[src/logic/scsi_glue_pkg.sv]
// Shared constants for the SCSI glue bridge and its processor-side end
package scsi_glue_pkg;
  // ---------------------------------------------------------------
  // Address map (24-bit routed bus)
  // ---------------------------------------------------------------
  localparam int          ADDR_W          = 24;
  localparam logic [3:0]  REGS_A23_20     = 4'he;   // 0x1E00000 window, low 24 bits
  localparam logic [3:0]  DMA_A23_20      = 4'hf;   // 0x1F00000 window, low 24 bits
  localparam logic [23:0] SLOT_BASE       = 24'h200000;
  localparam logic [23:0] SLOT_LAST       = 24'h3fffff;
  localparam logic [23:0] DRAM_LAST       = 24'h3fffff;  // system DRAM within region
  localparam logic [23:0] EXP_CARD_BASE   = 24'h400000;  // card area in region
  localparam logic [23:0] EXP_CARD_LAST   = 24'hdfffff;
  localparam logic [31:0] REGION_BASE     = 32'h01000000;
  localparam logic [31:0] REGION_LAST     = 32'h01ffffff;
  localparam logic [31:0] PROG_MEM_LAST   = 32'h001fffff;  // program memory select
  localparam logic [31:0] SRAM_BASE       = 32'h00400000;  // static RAM select
  localparam logic [31:0] SRAM_LAST       = 32'h004fffff;
  // ---------------------------------------------------------------
  // Timing
  // ---------------------------------------------------------------
  localparam int CLK_MHZ          = 50;
  localparam int ACTIVITY_MS      = 50;
  localparam int ACTIVITY_CYCLES  = ACTIVITY_MS * 1000 * CLK_MHZ;
  localparam int ACK_DELAY_CYCLES = 2;   // strobe setup before acknowledge
  // ---------------------------------------------------------------
  // Static options
  // ---------------------------------------------------------------
  localparam logic DMA_CHAN_ONE   = 1'b0;
  localparam logic DMA_CHAN_TWO   = 1'b1;
  localparam logic [2:0] INT_LEVEL_TWO = 3'h2;
endpackage : scsi_glue_pkg

[src/logic/cpu_bus_if.sv]
// Processor bus between host end and SCSI glue end
`timescale 1ns/1ps
`default_nettype none
interface cpu_bus_if;
  logic [31:0] addr;
  logic        rw;          // 1 read
  logic        as;          // address strobe, active high here
  logic        ds;
  logic        expansion_region_select;
  logic        ack_o_val;   // transfer_size_ack value driven by glue
  logic        ack_oe;      // glue drives acknowledge
  logic        transfer_size_ack;
  logic [1:0]  dma_req;     // per channel request
  logic [1:0]  dma_ack;     // per channel acknowledge from processor
  logic        reset_n;
  // Resolved acknowledge: undriven reads inactive
  assign transfer_size_ack = ack_oe & ack_o_val;
  modport glue (input addr, rw, as, ds, expansion_region_select, dma_ack, reset_n,
                transfer_size_ack, output ack_o_val, ack_oe, dma_req);
  modport host (output addr, rw, as, ds, expansion_region_select, dma_ack, reset_n,
                input transfer_size_ack, dma_req);
endinterface : cpu_bus_if
`default_nettype wire

[src/logic/scsi_glue.sv]
// SCSI glue end: bus strobes, DMA strobes, acknowledge, decode, activity
// Behaviour
// - DMA window accesses become controller DMA cycles
// - Processor DMA runs dual-address cycle steal
// - Controller uses non-burst DMA, no byte control
// - Acknowledge SCSI accesses as 16-bit port
// - Qualify decode with shared expansion region select
// - Region select asserted over 01000000-01FFFFFF
// - Expansion decoders require region select asserted
// - Expansion decoders never overlap SCSI or DRAM
// - Spare slot decode needs region select negated
// - Region select runs native async, external ack
// - Retriggerable one-shot on REQ drives activity
// - Controller interrupt routed to level two
// - Static option picks DMA channel 1 or 2
// - Memory selects acknowledged inside the processor
// - Select and read for CPU; write both
// - Active-high controller reset from low board reset
`timescale 1ns/1ps
`default_nettype none
module scsi_glue
  import scsi_glue_pkg::*;
#(
  parameter int ACT_CYCLES = scsi_glue_pkg::ACTIVITY_CYCLES
) (
  input  wire logic clk_i,
  input  wire logic rst_i,
  cpu_bus_if.glue   bus,
  input  wire logic dma_channel_option_i,     // 0 channel 1, 1 channel 2
  input  wire logic controller_dma_request_i,
  input  wire logic controller_irq_i,
  input  wire logic scsi_req_i,
  output logic      ctrl_cs_o,
  output logic      ctrl_rd_o,
  output logic      ctrl_wr_o,
  output logic      ctrl_dack_o,
  output logic      controller_reset_out_o,
  output logic      scsi_activity_o,
  output logic [2:0] interrupt_level_o,
  output logic      dram_sel_o,
  output logic      exp_card_sel_o,
  output logic      slot_card_sel_o
);
  import scsi_glue_pkg::*;

  // ---------------------------------------------------------------
  // Address decode
  // ---------------------------------------------------------------
  function automatic logic in_range(input logic [23:0] a, input logic [23:0] lo,
                                    input logic [23:0] hi);
    in_range = (a >= lo) && (a <= hi);
  endfunction : in_range

  logic [23:0] a24;
  logic        region;
  logic        regs_hit;
  logic        dma_hit;
  logic        scsi_hit;
  assign a24      = bus.addr[23:0];
  assign region   = bus.expansion_region_select & bus.as;
  assign regs_hit = region && (a24[23:20] == REGS_A23_20);
  assign dma_hit  = region && (a24[23:20] == DMA_A23_20);
  assign scsi_hit = regs_hit | dma_hit;

  // Board selects, fully decoded so none overlaps the SCSI windows
  always_ff @(posedge clk_i or posedge rst_i) begin
    if (rst_i) begin
      dram_sel_o      <= 1'b0;
      exp_card_sel_o  <= 1'b0;
      slot_card_sel_o <= 1'b0;
    end else begin
      dram_sel_o      <= region && a24 <= DRAM_LAST;
      exp_card_sel_o  <= region && in_range(a24, EXP_CARD_BASE, EXP_CARD_LAST);
      slot_card_sel_o <= bus.as && !bus.expansion_region_select
                         && in_range(a24, SLOT_BASE, SLOT_LAST);
    end
  end

  // ---------------------------------------------------------------
  // Cycle sequencer
  // ---------------------------------------------------------------
  typedef enum {S_IDLE, S_STROBE, S_ACK} cyc_t;
  cyc_t       state_q;
  logic [1:0] dly_q;
  logic       is_dma_q;

  // Strobes run a fixed setup then acknowledge until address strobe falls
  always_ff @(posedge clk_i or posedge rst_i) begin
    if (rst_i) begin
      state_q  <= S_IDLE;
      dly_q    <= 2'h0;
      is_dma_q <= 1'b0;
    end else begin
      case (state_q)
        S_IDLE: begin
          if (scsi_hit && bus.ds) begin
            state_q  <= S_STROBE;
            is_dma_q <= dma_hit;
            dly_q    <= 2'h0;
          end
        end
        S_STROBE: begin
          if (!bus.as) begin
            state_q <= S_IDLE;
          end else if (dly_q == 2'(ACK_DELAY_CYCLES - 1)) begin
            state_q <= S_ACK;
          end else begin
            dly_q <= dly_q + 2'h1;
          end
        end
        S_ACK: begin
          if (!bus.as) begin
            state_q <= S_IDLE;
          end
        end
        default: state_q <= S_IDLE;
      endcase
    end
  end

  // Controller strobes from flip-flops; select and read only on CPU cycles
  always_ff @(posedge clk_i or posedge rst_i) begin
    if (rst_i) begin
      ctrl_cs_o   <= 1'b0;
      ctrl_rd_o   <= 1'b0;
      ctrl_wr_o   <= 1'b0;
      ctrl_dack_o <= 1'b0;
    end else begin
      ctrl_cs_o   <= (state_q != S_IDLE) && bus.as && !is_dma_q;
      ctrl_rd_o   <= (state_q != S_IDLE) && bus.as && !is_dma_q && bus.rw;
      ctrl_wr_o   <= (state_q != S_IDLE) && bus.as && !bus.rw;
      ctrl_dack_o <= (state_q != S_IDLE) && bus.as && is_dma_q;
    end
  end

  // Acknowledge: driven while region selected, asserted in ACK state
  assign bus.ack_o_val = (state_q == S_ACK) && bus.as;
  assign bus.ack_oe    = region;

  // ---------------------------------------------------------------
  // DMA request steering and static routing
  // ---------------------------------------------------------------
  always_ff @(posedge clk_i or posedge rst_i) begin
    if (rst_i) begin
      bus.dma_req <= 2'b00;
    end else begin
      bus.dma_req[0] <= controller_dma_request_i && (dma_channel_option_i == DMA_CHAN_ONE);
      bus.dma_req[1] <= controller_dma_request_i && (dma_channel_option_i == DMA_CHAN_TWO);
    end
  end

  // Interrupt level fixed; zero means no request pending
  always_ff @(posedge clk_i or posedge rst_i) begin
    if (rst_i) begin
      interrupt_level_o <= 3'h0;
    end else begin
      interrupt_level_o <= controller_irq_i ? INT_LEVEL_TWO : 3'h0;
    end
  end

  // Controller reset follows the board reset line, registered
  always_ff @(posedge clk_i or posedge rst_i) begin
    if (rst_i) begin
      controller_reset_out_o <= 1'b1;
    end else begin
      controller_reset_out_o <= !bus.reset_n;
    end
  end

  // ---------------------------------------------------------------
  // Activity one-shot: each REQ rising edge reloads the count
  // ---------------------------------------------------------------
  localparam int ACT_W = $clog2(ACT_CYCLES + 1);
  logic [ACT_W-1:0] act_q;
  logic             req_q;
  always_ff @(posedge clk_i or posedge rst_i) begin
    if (rst_i) begin
      act_q <= '0;
      req_q <= 1'b0;
    end else begin
      req_q <= scsi_req_i;
      if (scsi_req_i && !req_q) begin
        act_q <= ACT_W'(ACT_CYCLES);
      end else if (act_q != '0) begin
        act_q <= act_q - ACT_W'(1);
      end
    end
  end

  always_ff @(posedge clk_i or posedge rst_i) begin
    if (rst_i) begin
      scsi_activity_o <= 1'b0;
    end else begin
      scsi_activity_o <= (scsi_req_i && !req_q) || (act_q > ACT_W'(1));
    end
  end
endmodule : scsi_glue
`default_nettype wire

[src/flat_wrapper.sv]
// flat-port wrapper written by rule: the top's interface ports become plain ports
module scsi_glue_flat import scsi_glue_pkg::*;
#(
  parameter int ACT_CYCLES = scsi_glue_pkg::ACTIVITY_CYCLES
)
  (clk_i, rst_i, dma_channel_option_i, controller_dma_request_i, controller_irq_i, scsi_req_i, ctrl_cs_o, ctrl_rd_o, ctrl_wr_o, ctrl_dack_o, controller_reset_out_o, scsi_activity_o, interrupt_level_o, dram_sel_o, exp_card_sel_o, slot_card_sel_o, bus_addr, bus_rw, bus_as, bus_ds, bus_expansion_region_select, bus_dma_ack, bus_reset_n, bus_ack_o_val, bus_ack_oe, bus_dma_req);
  cpu_bus_if bus_i ();
  input  wire logic clk_i;
  input  wire logic rst_i;
  input  wire logic dma_channel_option_i;
  input  wire logic controller_dma_request_i;
  input  wire logic controller_irq_i;
  input  wire logic scsi_req_i;
  output logic ctrl_cs_o;
  output logic ctrl_rd_o;
  output logic ctrl_wr_o;
  output logic ctrl_dack_o;
  output logic controller_reset_out_o;
  output logic scsi_activity_o;
  output logic [2:0] interrupt_level_o;
  output logic dram_sel_o;
  output logic exp_card_sel_o;
  output logic slot_card_sel_o;
  input wire logic [$bits(bus_i.addr)-1:0] bus_addr;
  input wire logic [$bits(bus_i.rw)-1:0] bus_rw;
  input wire logic [$bits(bus_i.as)-1:0] bus_as;
  input wire logic [$bits(bus_i.ds)-1:0] bus_ds;
  input wire logic [$bits(bus_i.expansion_region_select)-1:0] bus_expansion_region_select;
  input wire logic [$bits(bus_i.dma_ack)-1:0] bus_dma_ack;
  input wire logic [$bits(bus_i.reset_n)-1:0] bus_reset_n;
  output wire logic [$bits(bus_i.ack_o_val)-1:0] bus_ack_o_val;
  output wire logic [$bits(bus_i.ack_oe)-1:0] bus_ack_oe;
  output wire logic [$bits(bus_i.dma_req)-1:0] bus_dma_req;
  assign bus_i.addr = bus_addr;
  assign bus_i.rw = bus_rw;
  assign bus_i.as = bus_as;
  assign bus_i.ds = bus_ds;
  assign bus_i.expansion_region_select = bus_expansion_region_select;
  assign bus_i.dma_ack = bus_dma_ack;
  assign bus_i.reset_n = bus_reset_n;
  assign bus_ack_o_val = bus_i.ack_o_val;
  assign bus_ack_oe = bus_i.ack_oe;
  assign bus_dma_req = bus_i.dma_req;
  scsi_glue #(.ACT_CYCLES(ACT_CYCLES)) u_core (.clk_i(clk_i), .rst_i(rst_i), .bus(bus_i), .dma_channel_option_i(dma_channel_option_i), .controller_dma_request_i(controller_dma_request_i), .controller_irq_i(controller_irq_i), .scsi_req_i(scsi_req_i), .ctrl_cs_o(ctrl_cs_o), .ctrl_rd_o(ctrl_rd_o), .ctrl_wr_o(ctrl_wr_o), .ctrl_dack_o(ctrl_dack_o), .controller_reset_out_o(controller_reset_out_o), .scsi_activity_o(scsi_activity_o), .interrupt_level_o(interrupt_level_o), .dram_sel_o(dram_sel_o), .exp_card_sel_o(exp_card_sel_o), .slot_card_sel_o(slot_card_sel_o));
endmodule
[config.mk]
export PLATFORM = sky130hd
export DESIGN_NAME = scsi_glue_flat
export DESIGN_NICKNAME = d
export VERILOG_FILES = /design/src/logic/scsi_glue_pkg.sv /design/src/logic/cpu_bus_if.sv /design/src/logic/scsi_glue.sv /design/src/flat_wrapper.sv
export SDC_FILE = /design/constraint.sdc
export NUM_CORES = 1
export LEC_CHECK = 0
export BUFFER_PORTS_ARGS = -buffer_cell sky130_fd_sc_hd__buf_2
export CORE_MARGIN = 4
export CORE_UTILIZATION = 40
export CTS_BUF_LIST = sky130_fd_sc_hd__clkbuf_8
export CTS_CLUSTER_SIZE = 16
export DETAILED_ROUTE_END_ITERATION = 10
export HOLD_SLACK_MARGIN = 0.1
export PLACE_DENSITY_LB_ADDON = 0.12
export SLEW_MARGIN = 25
export SYNTH_ARGS = -nofsm -noshare
export SYNTH_HDL_FRONTEND = slang
export SYNTH_SLANG_ARGS = --single-unit
[constraint.sdc]
create_clock -name clk_i -period 2.7 [get_ports clk_i]
set_input_delay 0.54 -clock clk_i [delete_from_list [all_inputs] [get_ports clk_i]]
set_output_delay 0.54 -clock clk_i [all_outputs]
set_load 0.02 [all_outputs]
==> results of run 1 <==
## placed cells by master (no fill, tap or decap), types with 4 or more instances in the layout
cell / count
dfrtp_1: 39
buf_2: 28
nor2_1: 22
nand2_1: 14
nor4_1: 10
inv_1: 10
nor3_1: 9
xnor2_1: 8
o21ai_0: 8
or3_1: 5
nand3_1: 5
clkbuf_8: 5
a21oi_1: 4
nand2b_1: 4
xor2_1: 4
o211ai_1: 4
## state kept, by name, indices dropped and copies added, names as in the netlist, 2 cells and up
signal              flops
u_core.dly_q            2
u_core.state_q          2
u_core.act_q           22
u_core.bus.dma_req      2
## final cells by class
cell class	count	share of cell area [%]
clock inverters	3	0.554
inverters	8	1.33
repair buffers	31	7.21
clock buffers	5	3.05
well taps	67	3.71
multi-input cells	142	39.7
flip-flops and latches	40	44.4
## final timing paths
check	startpoint	end	slack [ps]	cells past startpoint
worst min register to register	u_core.is_dma_q$_DFFE_PP0P_	u_core.ctrl_cs_o$_DFF_PP0_	430	1
worst max-delay path	u_core.act_q[17]$_DFFE_PP0P_	u_core.act_q[20]$_DFFE_PP0P_	480	5
max in group asynchronous	rst_i	u_core.controller_reset_out_o$_DFF_PP1_	1970	3
worst max register to register	u_core.act_q[17]$_DFFE_PP0P_	u_core.act_q[20]$_DFFE_PP0P_	480	5
min in group asynchronous	rst_i	u_core.ctrl_cs_o$_DFF_PP0_	370	3
worst min-delay path	controller_irq_i	u_core.interrupt_level_o[1]$_DFF_PP0_	350	1
## cells by family after synthesis
group | count (synthesis) | synth area share (%)
xor+xnor | 12 | 5.36
fa+ha+maj | 3 | 1.92
compound gates | 32 | 11.5
flops | 40 | 51.1
simple gates | 92 | 26.1
buf+inv | 13 | 3.26
other cells | 1 | 0.191
mux | 1 | 0.575
## stage by stage
step	utilization [%]	setup WS, ps	cell area [sq um]
finish	47.8	482	2260
floorplan	-	689	1960
global placement	46.1	488	2180
CTS	47.8	473	2260
global route	47.8	371	2260
detailed placement	46.1	477	2180
## metal layers
metal	vias up	routed length (um)	track usage (%)
li1	763	-	-
met1	703	1710	18.7
met2	35	1860	23.6
met3	4	250	3.94
met4	0	56	4.72
met5	-	0	0
## power breakdown
part	switching (W)	leakage, nW	total, W	internal, W
Clock	0.000195	0.0505	0.000369	0.000174
Sequential	0.0000712	0.491	0.000735	0.000663
Combinational	0.000149	0.447	0.000272	0.000123
==> results.json, run 1 <==
{
  "crit_family": "simple AND/OR/NAND/NOR gates",
  "seq_area_sq_um": 1000,
  "p_leak_nw": 0.988,
  "end_kind": "register",
  "multi_input_area_sq_um": 897,
  "ys_types": 45,
  "cts_max_level": 2,
  "cpMaxStageDelayCell": "or4_4",
  "dp_cells": 288,
  "cts.clk_slew.worst_paths_ps": 80,
  "grt_usage_pct": 14.5,
  "status": "finished, final reports clean",
  "grt_first_pass_wirelength_um": 6920,
  "layout-drive-gt1-share_pct": 20.5,
  "clk_path_buf_depth": 2,
  "clk_latency_ps": 290,
  "drt-initial-drc-count": 79,
  "routed-via-count": 1505,
  "drv_cap": 0,
  "p_per_area_nw_per_um2": 609,
  "nets": 276,
  "die_area_sq_um": 6080,
  "synth.most_common_cell": "dfrtp_1",
  "peakVddDrop_mv": 0.261,
  "synth_flop_cell": "dfrtp_1",
  "drv_slew": 0,
  "cts_buffers": 5,
  "grt_max_degree": 41,
  "syn-cell-area_sq_um": 1960,
  "fin_worst_skew_ps": 4.80,
  "instances_no_fill": 296,
  "die_w_um": 78.0,
  "synth-edff-count": 0,
  "crit_chain": "or4_4 -> nor4_4 -> a21o_1 -> nor4_1 -> o21a_1",
  "post-cts-setup-buffers": 0,
  "gp_congestion": 0.785,
  "drcViolationCount": 0,
  "slew_headroom_pct": 62.5,
  "setup_tns_ps": 0,
  "drt_first_pass_iters": 4,
  "min_period_ps": 2220,
  "path_class": "register to register",
  "synth_top_cell_area_share_pct": 49.8,
  "cts_sinks": 40,
  "start_util_pct": 41.5,
  "grt_pass1_vias": 1427,
  "diodes": 0,
  "num_rows": 25,
  "cts_hold_buf": 0,
  "fmax_ghz": 0.451,
  "port_buffers": 28,
  "synth_common_cells": "39 x dfrtp_1, 22 x nor2_1, 14 x nand2_1",
  "routed_wl_um": 3870,
  "wl_per_cell_um": 13.1,
  "num_io_pins": 61,
  "max_stage_delay_ps": 600,
  "synth_cells": 194,
  "synth_seq_cells": 40,
  "yosysWarnings": 0,
  "async_reset_ff_share_pct": 100,
  "hold_ws_ps": 351,
  "cts_root_buf": "clkbuf_8",
  "cts.repair.resized": 0,
  "syn_to_final_growth_pct": 15.2,
  "dp_hpwl_um": 2730,
  "worstSetupStartpointType": "register",
  "via_per_inst": 5.08,
  "fillers": 438,
  "rsz0062_at_grt": "no",
  "die_y_um": 78.0,
  "overflow": 0,
  "hold_viol": 0,
  "path_buf_inv": 0,
  "hold_path_class": "primary input to register",
  "worst_slew_pin_slew_ps": 557,
  "cp.required_ps": 2880,
  "finalSetupViolCount": 0,
  "cts_tree": "built",
  "yosysSeqAreaShare_pct": 51.1,
  "core_area_sq_um": 4720,
  "path_max_fanout": 9,
  "syn_area_per_cell_sq_um": 10.1,
  "timing.final.crit_share_pct": 82.1,
  "synth_area_leader_cell": "dfrtp_1",
  "arrival_ps": 2400,
  "antenna_found_initial": 0,
  "synthTopCellsByArea": "dfrtp_1 50%, nor2_1 4.2%, xnor2_1 3.6%",
  "finalPower_w": 0.00138,
  "antenna_left": 0
}
No activity file was read; power rests on OpenSTA's default activity.
==> run 2: changes to the inputs <==
- clock period: 2.7 -> 1.77 ns (I/O delays scaled with it)
==> run 2 against run 1 <==
  * The run now ends with setup timing left
  * Wire length is 19% higher
  * Hold slack worse by 180 ps
  * Count of clock-buffer cells in the layout stayed put
  * Utilization is 7.7 points higher
  * Global-route usage is 2.3 points higher
==> results.json, run 2 (synthesis gave the netlist of run 1 again) <==
{
  "cpMaxStageDelayCell": "or4_4",
  "die_w_um": 78.0,
  "layout-drive-gt1-share_pct": 37.8,
  "arrival_ps": 2190,
  "core_area_sq_um": 4720,
  "drt_first_pass_iters": 4,
  "die_y_um": 78.0,
  "cts_buffers": 5,
  "fin_worst_skew_ps": 8.47,
  "cts_max_level": 2,
  "clk_latency_ps": 290,
  "grt_usage_pct": 16.8,
  "start_util_pct": 41.5,
  "drv_cap": 0,
  "num_io_pins": 61,
  "clk_path_buf_depth": 2,
  "wl_per_cell_um": 14.0,
  "grt_first_pass_wirelength_um": 8140,
  "routed_wl_um": 4620,
  "final_common_cell": "dfrtp_1",
  "peakVddDrop_mv": 0.378,
  "dp_slack_ps": -313,
  "instances_no_fill": 329,
  "path_class": "register to register",
  "via_per_inst": 5.14,
  "slew_headroom_pct": 62.6,
  "fmax_ghz": 0.498,
  "cts.clk_slew.worst_paths_ps": 70,
  "worst_slew_pin_slew_ps": 562,
  "cts_sinks": 40,
  "dp_hpwl_um": 3490,
  "drv_slew": 0,
  "overflow": 0,
  "hold_viol": 0,
  "antenna_found_initial": 0,
  "cp.required_ps": 1950,
  "num_rows": 25,
  "final_cell_mix": "39 x dfrtp_1, 32 x buf_4, 28 x buf_2",
  "routed-via-count": 1690,
  "cts_tree": "built",
  "grt_pass1_vias": 1868,
  "setup_ws_ps": -240,
  "timing.final.crit_share_pct": 114,
  "seq_area_sq_um": 1000,
  "hold_ws_ps": 171,
  "crit_chain": "or4_4 -> buf_6 -> nor4_4 -> a21o_1 -> nor4_1 -> o21a_1",
  "path_max_fanout": 5,
  "antenna_left": 0,
  "port_buffers": 28,
  "setup_tns_ps": -3750,
  "violations": "setup timing",
  "drcViolationCount": 0,
  "max_stage_delay_ps": 560,
  "end_kind": "register",
  "worstSetupStartpointType": "register",
  "diodes": 0,
  "min_period_ps": 2010,
  "status": "complete, but fails checks",
  "grt_max_degree": 28,
  "largest_register_ffs": 22,
  "cts_root_buf": "clkbuf_8",
  "rsz0062_at_grt": "yes",
  "p_leak_nw": 1.16,
  "drt-initial-drc-count": 118,
  "regMostFlops": "u_core.act_q",
  "nets": 309,
  "gp_congestion": 0.843,
  "hold_path_class": "primary input to register",
  "syn_to_final_growth_pct": 33.8,
  "multi_input_area_sq_um": 997,
  "p_per_area_nw_per_um2": 887,
  "finalSetupViolCount": 22,
  "die_area_sq_um": 6080,
  "fillers": 417,
  "dp_cells": 318
}
run 2: cell types whose count changed in the layout (fill, tap and decap cells not counted), sizes merged:
cell and delta:
inv -1, dlygate4sd3 +1, clkinvlp +1, buf +32
run 2: path summary, 6_finish.rpt:
| check | to | slack [ps] | depth (start not counted) | start |
|---|---|---|---|---|
| setup / recovery | u_core.act_q[20]$_DFFE_PP0P_ | -240 | 6 | u_core.act_q[20]$_DFFE_PP0P_ |
| hold / removal | u_core.controller_reset_out_o$_DFF_PP1_ | 170 | 2 | bus_reset_n |
| setup reg to reg | u_core.act_q[20]$_DFFE_PP0P_ | -240 | 6 | u_core.act_q[20]$_DFFE_PP0P_ |
| hold reg to reg | u_core.ctrl_cs_o$_DFF_PP0_ | 440 | 1 | u_core.is_dma_q$_DFFE_PP0P_ |
| max in group asynchronous | u_core.act_q[0]$_DFFE_PP0P_ | 790 | 4 | rst_i |
| min in group asynchronous | u_core.dram_sel_o$_DFF_PP0_ | 640 | 4 | rst_i |
run 2: what timing repair did:
item,4_1_cts,5_1_grt
hold buffers,1,0
pin swaps,9,11
gates resized for setup,15,6
endpoints found under the hold margin,12,0
endpoints found under the setup margin,23,23
buffers inserted,2,0
run 2: area by class of cell:
cell class / instances / area share (%)
sequential: 40 / 38.2
multi-input combinational: 142 / 38.0
timing repair buffer: 64 / 16.2
tap: 67 / 3.20
clock buffer: 5 / 2.62
inverter: 8 / 1.15
clock inverter: 3 / 0.620
run 2: metrics by stage:
step           util [%]  area [sq um]  total power (W)
4_1_cts            55.0          2600          0.00234
3_5_place_dp       51.3          2420          0.00169
6_report           55.5          2620          0.00233
3_3_place_gp       51.3          2420          0.00167
5_1_grt            55.5          2620          0.00247
2_1_floorplan         -          1980          0.00144
run 2: power breakdown:
part / internal, W / total (W) / leakage (nW) / switching, W
Combinational: 0.000331 / 0.000646 / 0.628 / 0.000315
Sequential: 0.00101 / 0.00110 / 0.491 / 0.0000891
Clock: 0.000270 / 0.000579 / 0.0453 / 0.000310
run 2: routing by layer:
layer  track usage (%)  up-vias  share of wire [%]
li1                  -      820                  -
met1              18.7      829                 40
met2              30.8       35                 54
met3              3.83        6                4.0
met4              6.64        0                1.7
met5                 0        -                  0
run 2: worst max-delay path: cells and delay by family, from the launching register on:
kind	cells	cell delay [ps]
flops	1	380
simple gates	3	940
compound gates	2	430
buf+inv	1	140
==> run 3: changes to the inputs <==
- CORE_ASPECT_RATIO: default -> 1.4
==> run 3 against run 2 <==
  * The run still ends with setup timing left
  * Wire length rose by 0.13%
  * Die area rose by 0.25%
  * Register-to-register slack got worse by 20 ps
  * Utilization rose by 3.5 points
  * Clock power rose by 10%
  * Sequential share of layout area fell by 1.7 points
  * Setup slack got worse by 15 ps
  * Non-clock buffer count rose by 12
  * Final area rose by 4.5%
  * Critical endpoint is now u_core.act_q[5]$_DFFE_PP0P_
  * Hold slack got worse by 4.4 ps
  * Sequential power barely moved
==> results.json, run 3 (synthesis gave the netlist of run 1 again) <==
{
  "path_class": "register to register",
  "die_area_sq_um": 6100,
  "rsz0062_at_grt": "yes",
  "peakVddDrop_mv": 0.634,
  "hold_ws_ps": 167,
  "num_io_pins": 61,
  "port_buffers": 28,
  "hold_viol": 0,
  "fmax_ghz": 0.494,
  "final_common_cell": "buf_4",
  "instances_no_fill": 336,
  "drv_cap": 0,
  "placed_cell_area_sq_um": 2490,
  "min_period_ps": 2020,
  "grt_max_degree": 41,
  "slew_headroom_pct": 64.6,
  "grt_pass1_vias": 1793,
  "num_rows": 29,
  "violations": "setup timing",
  "worst_slew_pin_slew_ps": 531,
  "cp.required_ps": 1920,
  "dp_hpwl_um": 3390,
  "fin_worst_skew_ps": 3.62,
  "cts_buffers": 5,
  "clk_path_buf_depth": 2,
  "routed_wl_um": 4630,
  "gp_congestion": 0.901,
  "end_kind": "register",
  "grt_first_pass_wirelength_um": 8140,
  "antenna_left": 0,
  "crit_path_start": "u_core.act_q[17]$_DFFE_PP0P_",
  "cts_sinks": 40,
  "routed-via-count": 1706,
  "hold_path_class": "primary input to asynchronous set/reset pin",
  "cts_root_buf": "clkbuf_8",
  "cts_max_level": 2,
  "setup_tns_ps": -3270,
  "drt-initial-drc-count": 58,
  "syn_to_final_growth_pct": 39.9,
  "overflow": 0,
  "nets": 321,
  "worstSetupStartpointType": "register",
  "p_leak_nw": 1.24,
  "wl_per_cell_um": 13.8,
  "cts_hold_buf": 0,
  "dp_cells": 323,
  "drcViolationCount": 0,
  "via_per_inst": 5.08,
  "rr_endpoint": "u_core.act_q[5]$_DFFE_PP0P_",
  "final_cell_mix": "43 x buf_4, 39 x dfrtp_1, 28 x buf_2",
  "start_util_pct": 42.2,
  "crit_end": "u_core.act_q[5]$_DFFE_PP0P_",
  "drv_slew": 0,
  "grt_usage_pct": 17.0,
  "clk_latency_ps": 290,
  "die_y_um": 90.8,
  "path_max_fanout": 4,
  "regMostFlops": "u_core.act_q",
  "p_per_area_nw_per_um2": 889,
  "cts.clk_slew.worst_paths_ps": 80,
  "diodes": 0,
  "layout-drive-gt1-share_pct": 42.3,
  "cts_tree": "built",
  "finalSetupViolCount": 23,
  "timing.final.crit_share_pct": 114,
  "setup_ws_ps": -255,
  "reg2reg_depth": 6,
  "largest_register_ffs": 22,
  "core_area_sq_um": 4640,
  "drt_first_pass_iters": 4,
  "reg2reg_slack_ps": -250,
  "antenna_found_initial": 0,
  "die_w_um": 67.2,
  "layout.cell_area.non_filler_sq_um": 2740,
  "r2r_start": "u_core.act_q[17]$_DFFE_PP0P_",
  "arrival_ps": 2180,
  "status": "complete, but fails checks"
}
==> run 3: changes by cell type in the layout (fill, tap and decap cells not counted), moves of 2 or more <==
cell and delta:
buf_4 +11, buf_6 +2, inv_1 -2, nor3_1 -2
==> run 3: metrics by stage <==
stage | utilization [%] | total power (W) | worst slack [ps]
2_1_floorplan | - | 0.00144 | -215
3_3_place_gp | 53.6 | 0.00172 | -238
3_5_place_dp | 53.6 | 0.00174 | -260
4_1_cts | 57.1 | 0.00242 | -264
5_1_grt | 59.0 | 0.00259 | -328
6_report | 59.0 | 0.00244 | -255
==> run 3: where the power goes <==
part	switching, W	internal (W)	total, W
registers	0.0000833	0.00101	0.00109
clock network	0.000322	0.000315	0.000637
logic	0.000333	0.000370	0.000704
==> run 3: layout make-up <==
cell class	count	area, sq um
fillers	442	1900
clock buffers	6	82.6
multi-input cells	142	1010
well taps	62	77.6
clock inverters	2	15.0
inverters	8	30.0
repair buffers	76	519
flip-flops and latches	40	1000
==> run 3: critical path: stages, from the launching register on <==
cell and delay [ps]:
dfrtp_1 380, or4_4 550, or3_4 390, buf_6 130, o211ai_1 190, xor2_1 180
nand2_1 70
==> run 3: what timing repair did <==
action	in CTS	in global routing
resized for setup	16	11
pin swaps	12	13
hold endpoints to repair	0	0
setup buffers	0	5
setup endpoints to repair	23	23
==> run 3: worst min path at each step <==
stage                                           start                                      end
after floorplan                           bus_reset_n  u_core.controller_reset_out_o$_DFF_PP1_
after global placement    u_core.is_dma_q$_DFFE_PP0P_               u_core.ctrl_cs_o$_DFF_PP0_
after detailed placement  u_core.is_dma_q$_DFFE_PP0P_               u_core.ctrl_cs_o$_DFF_PP0_
after CTS                                 bus_reset_n  u_core.controller_reset_out_o$_DFF_PP1_
after global routing                      bus_reset_n  u_core.controller_reset_out_o$_DFF_PP1_
final                                           rst_i              u_core.dram_sel_o$_DFF_PP0_
==> run 3: layer usage <==
metal	global-route usage (%)	vias to the layer above	routed length, um
li1	-	845	-
met1	19.1	835	1840
met2	31.2	22	2600
met3	2.86	4	141
met4	5.58	0	48
met5	0	-	0
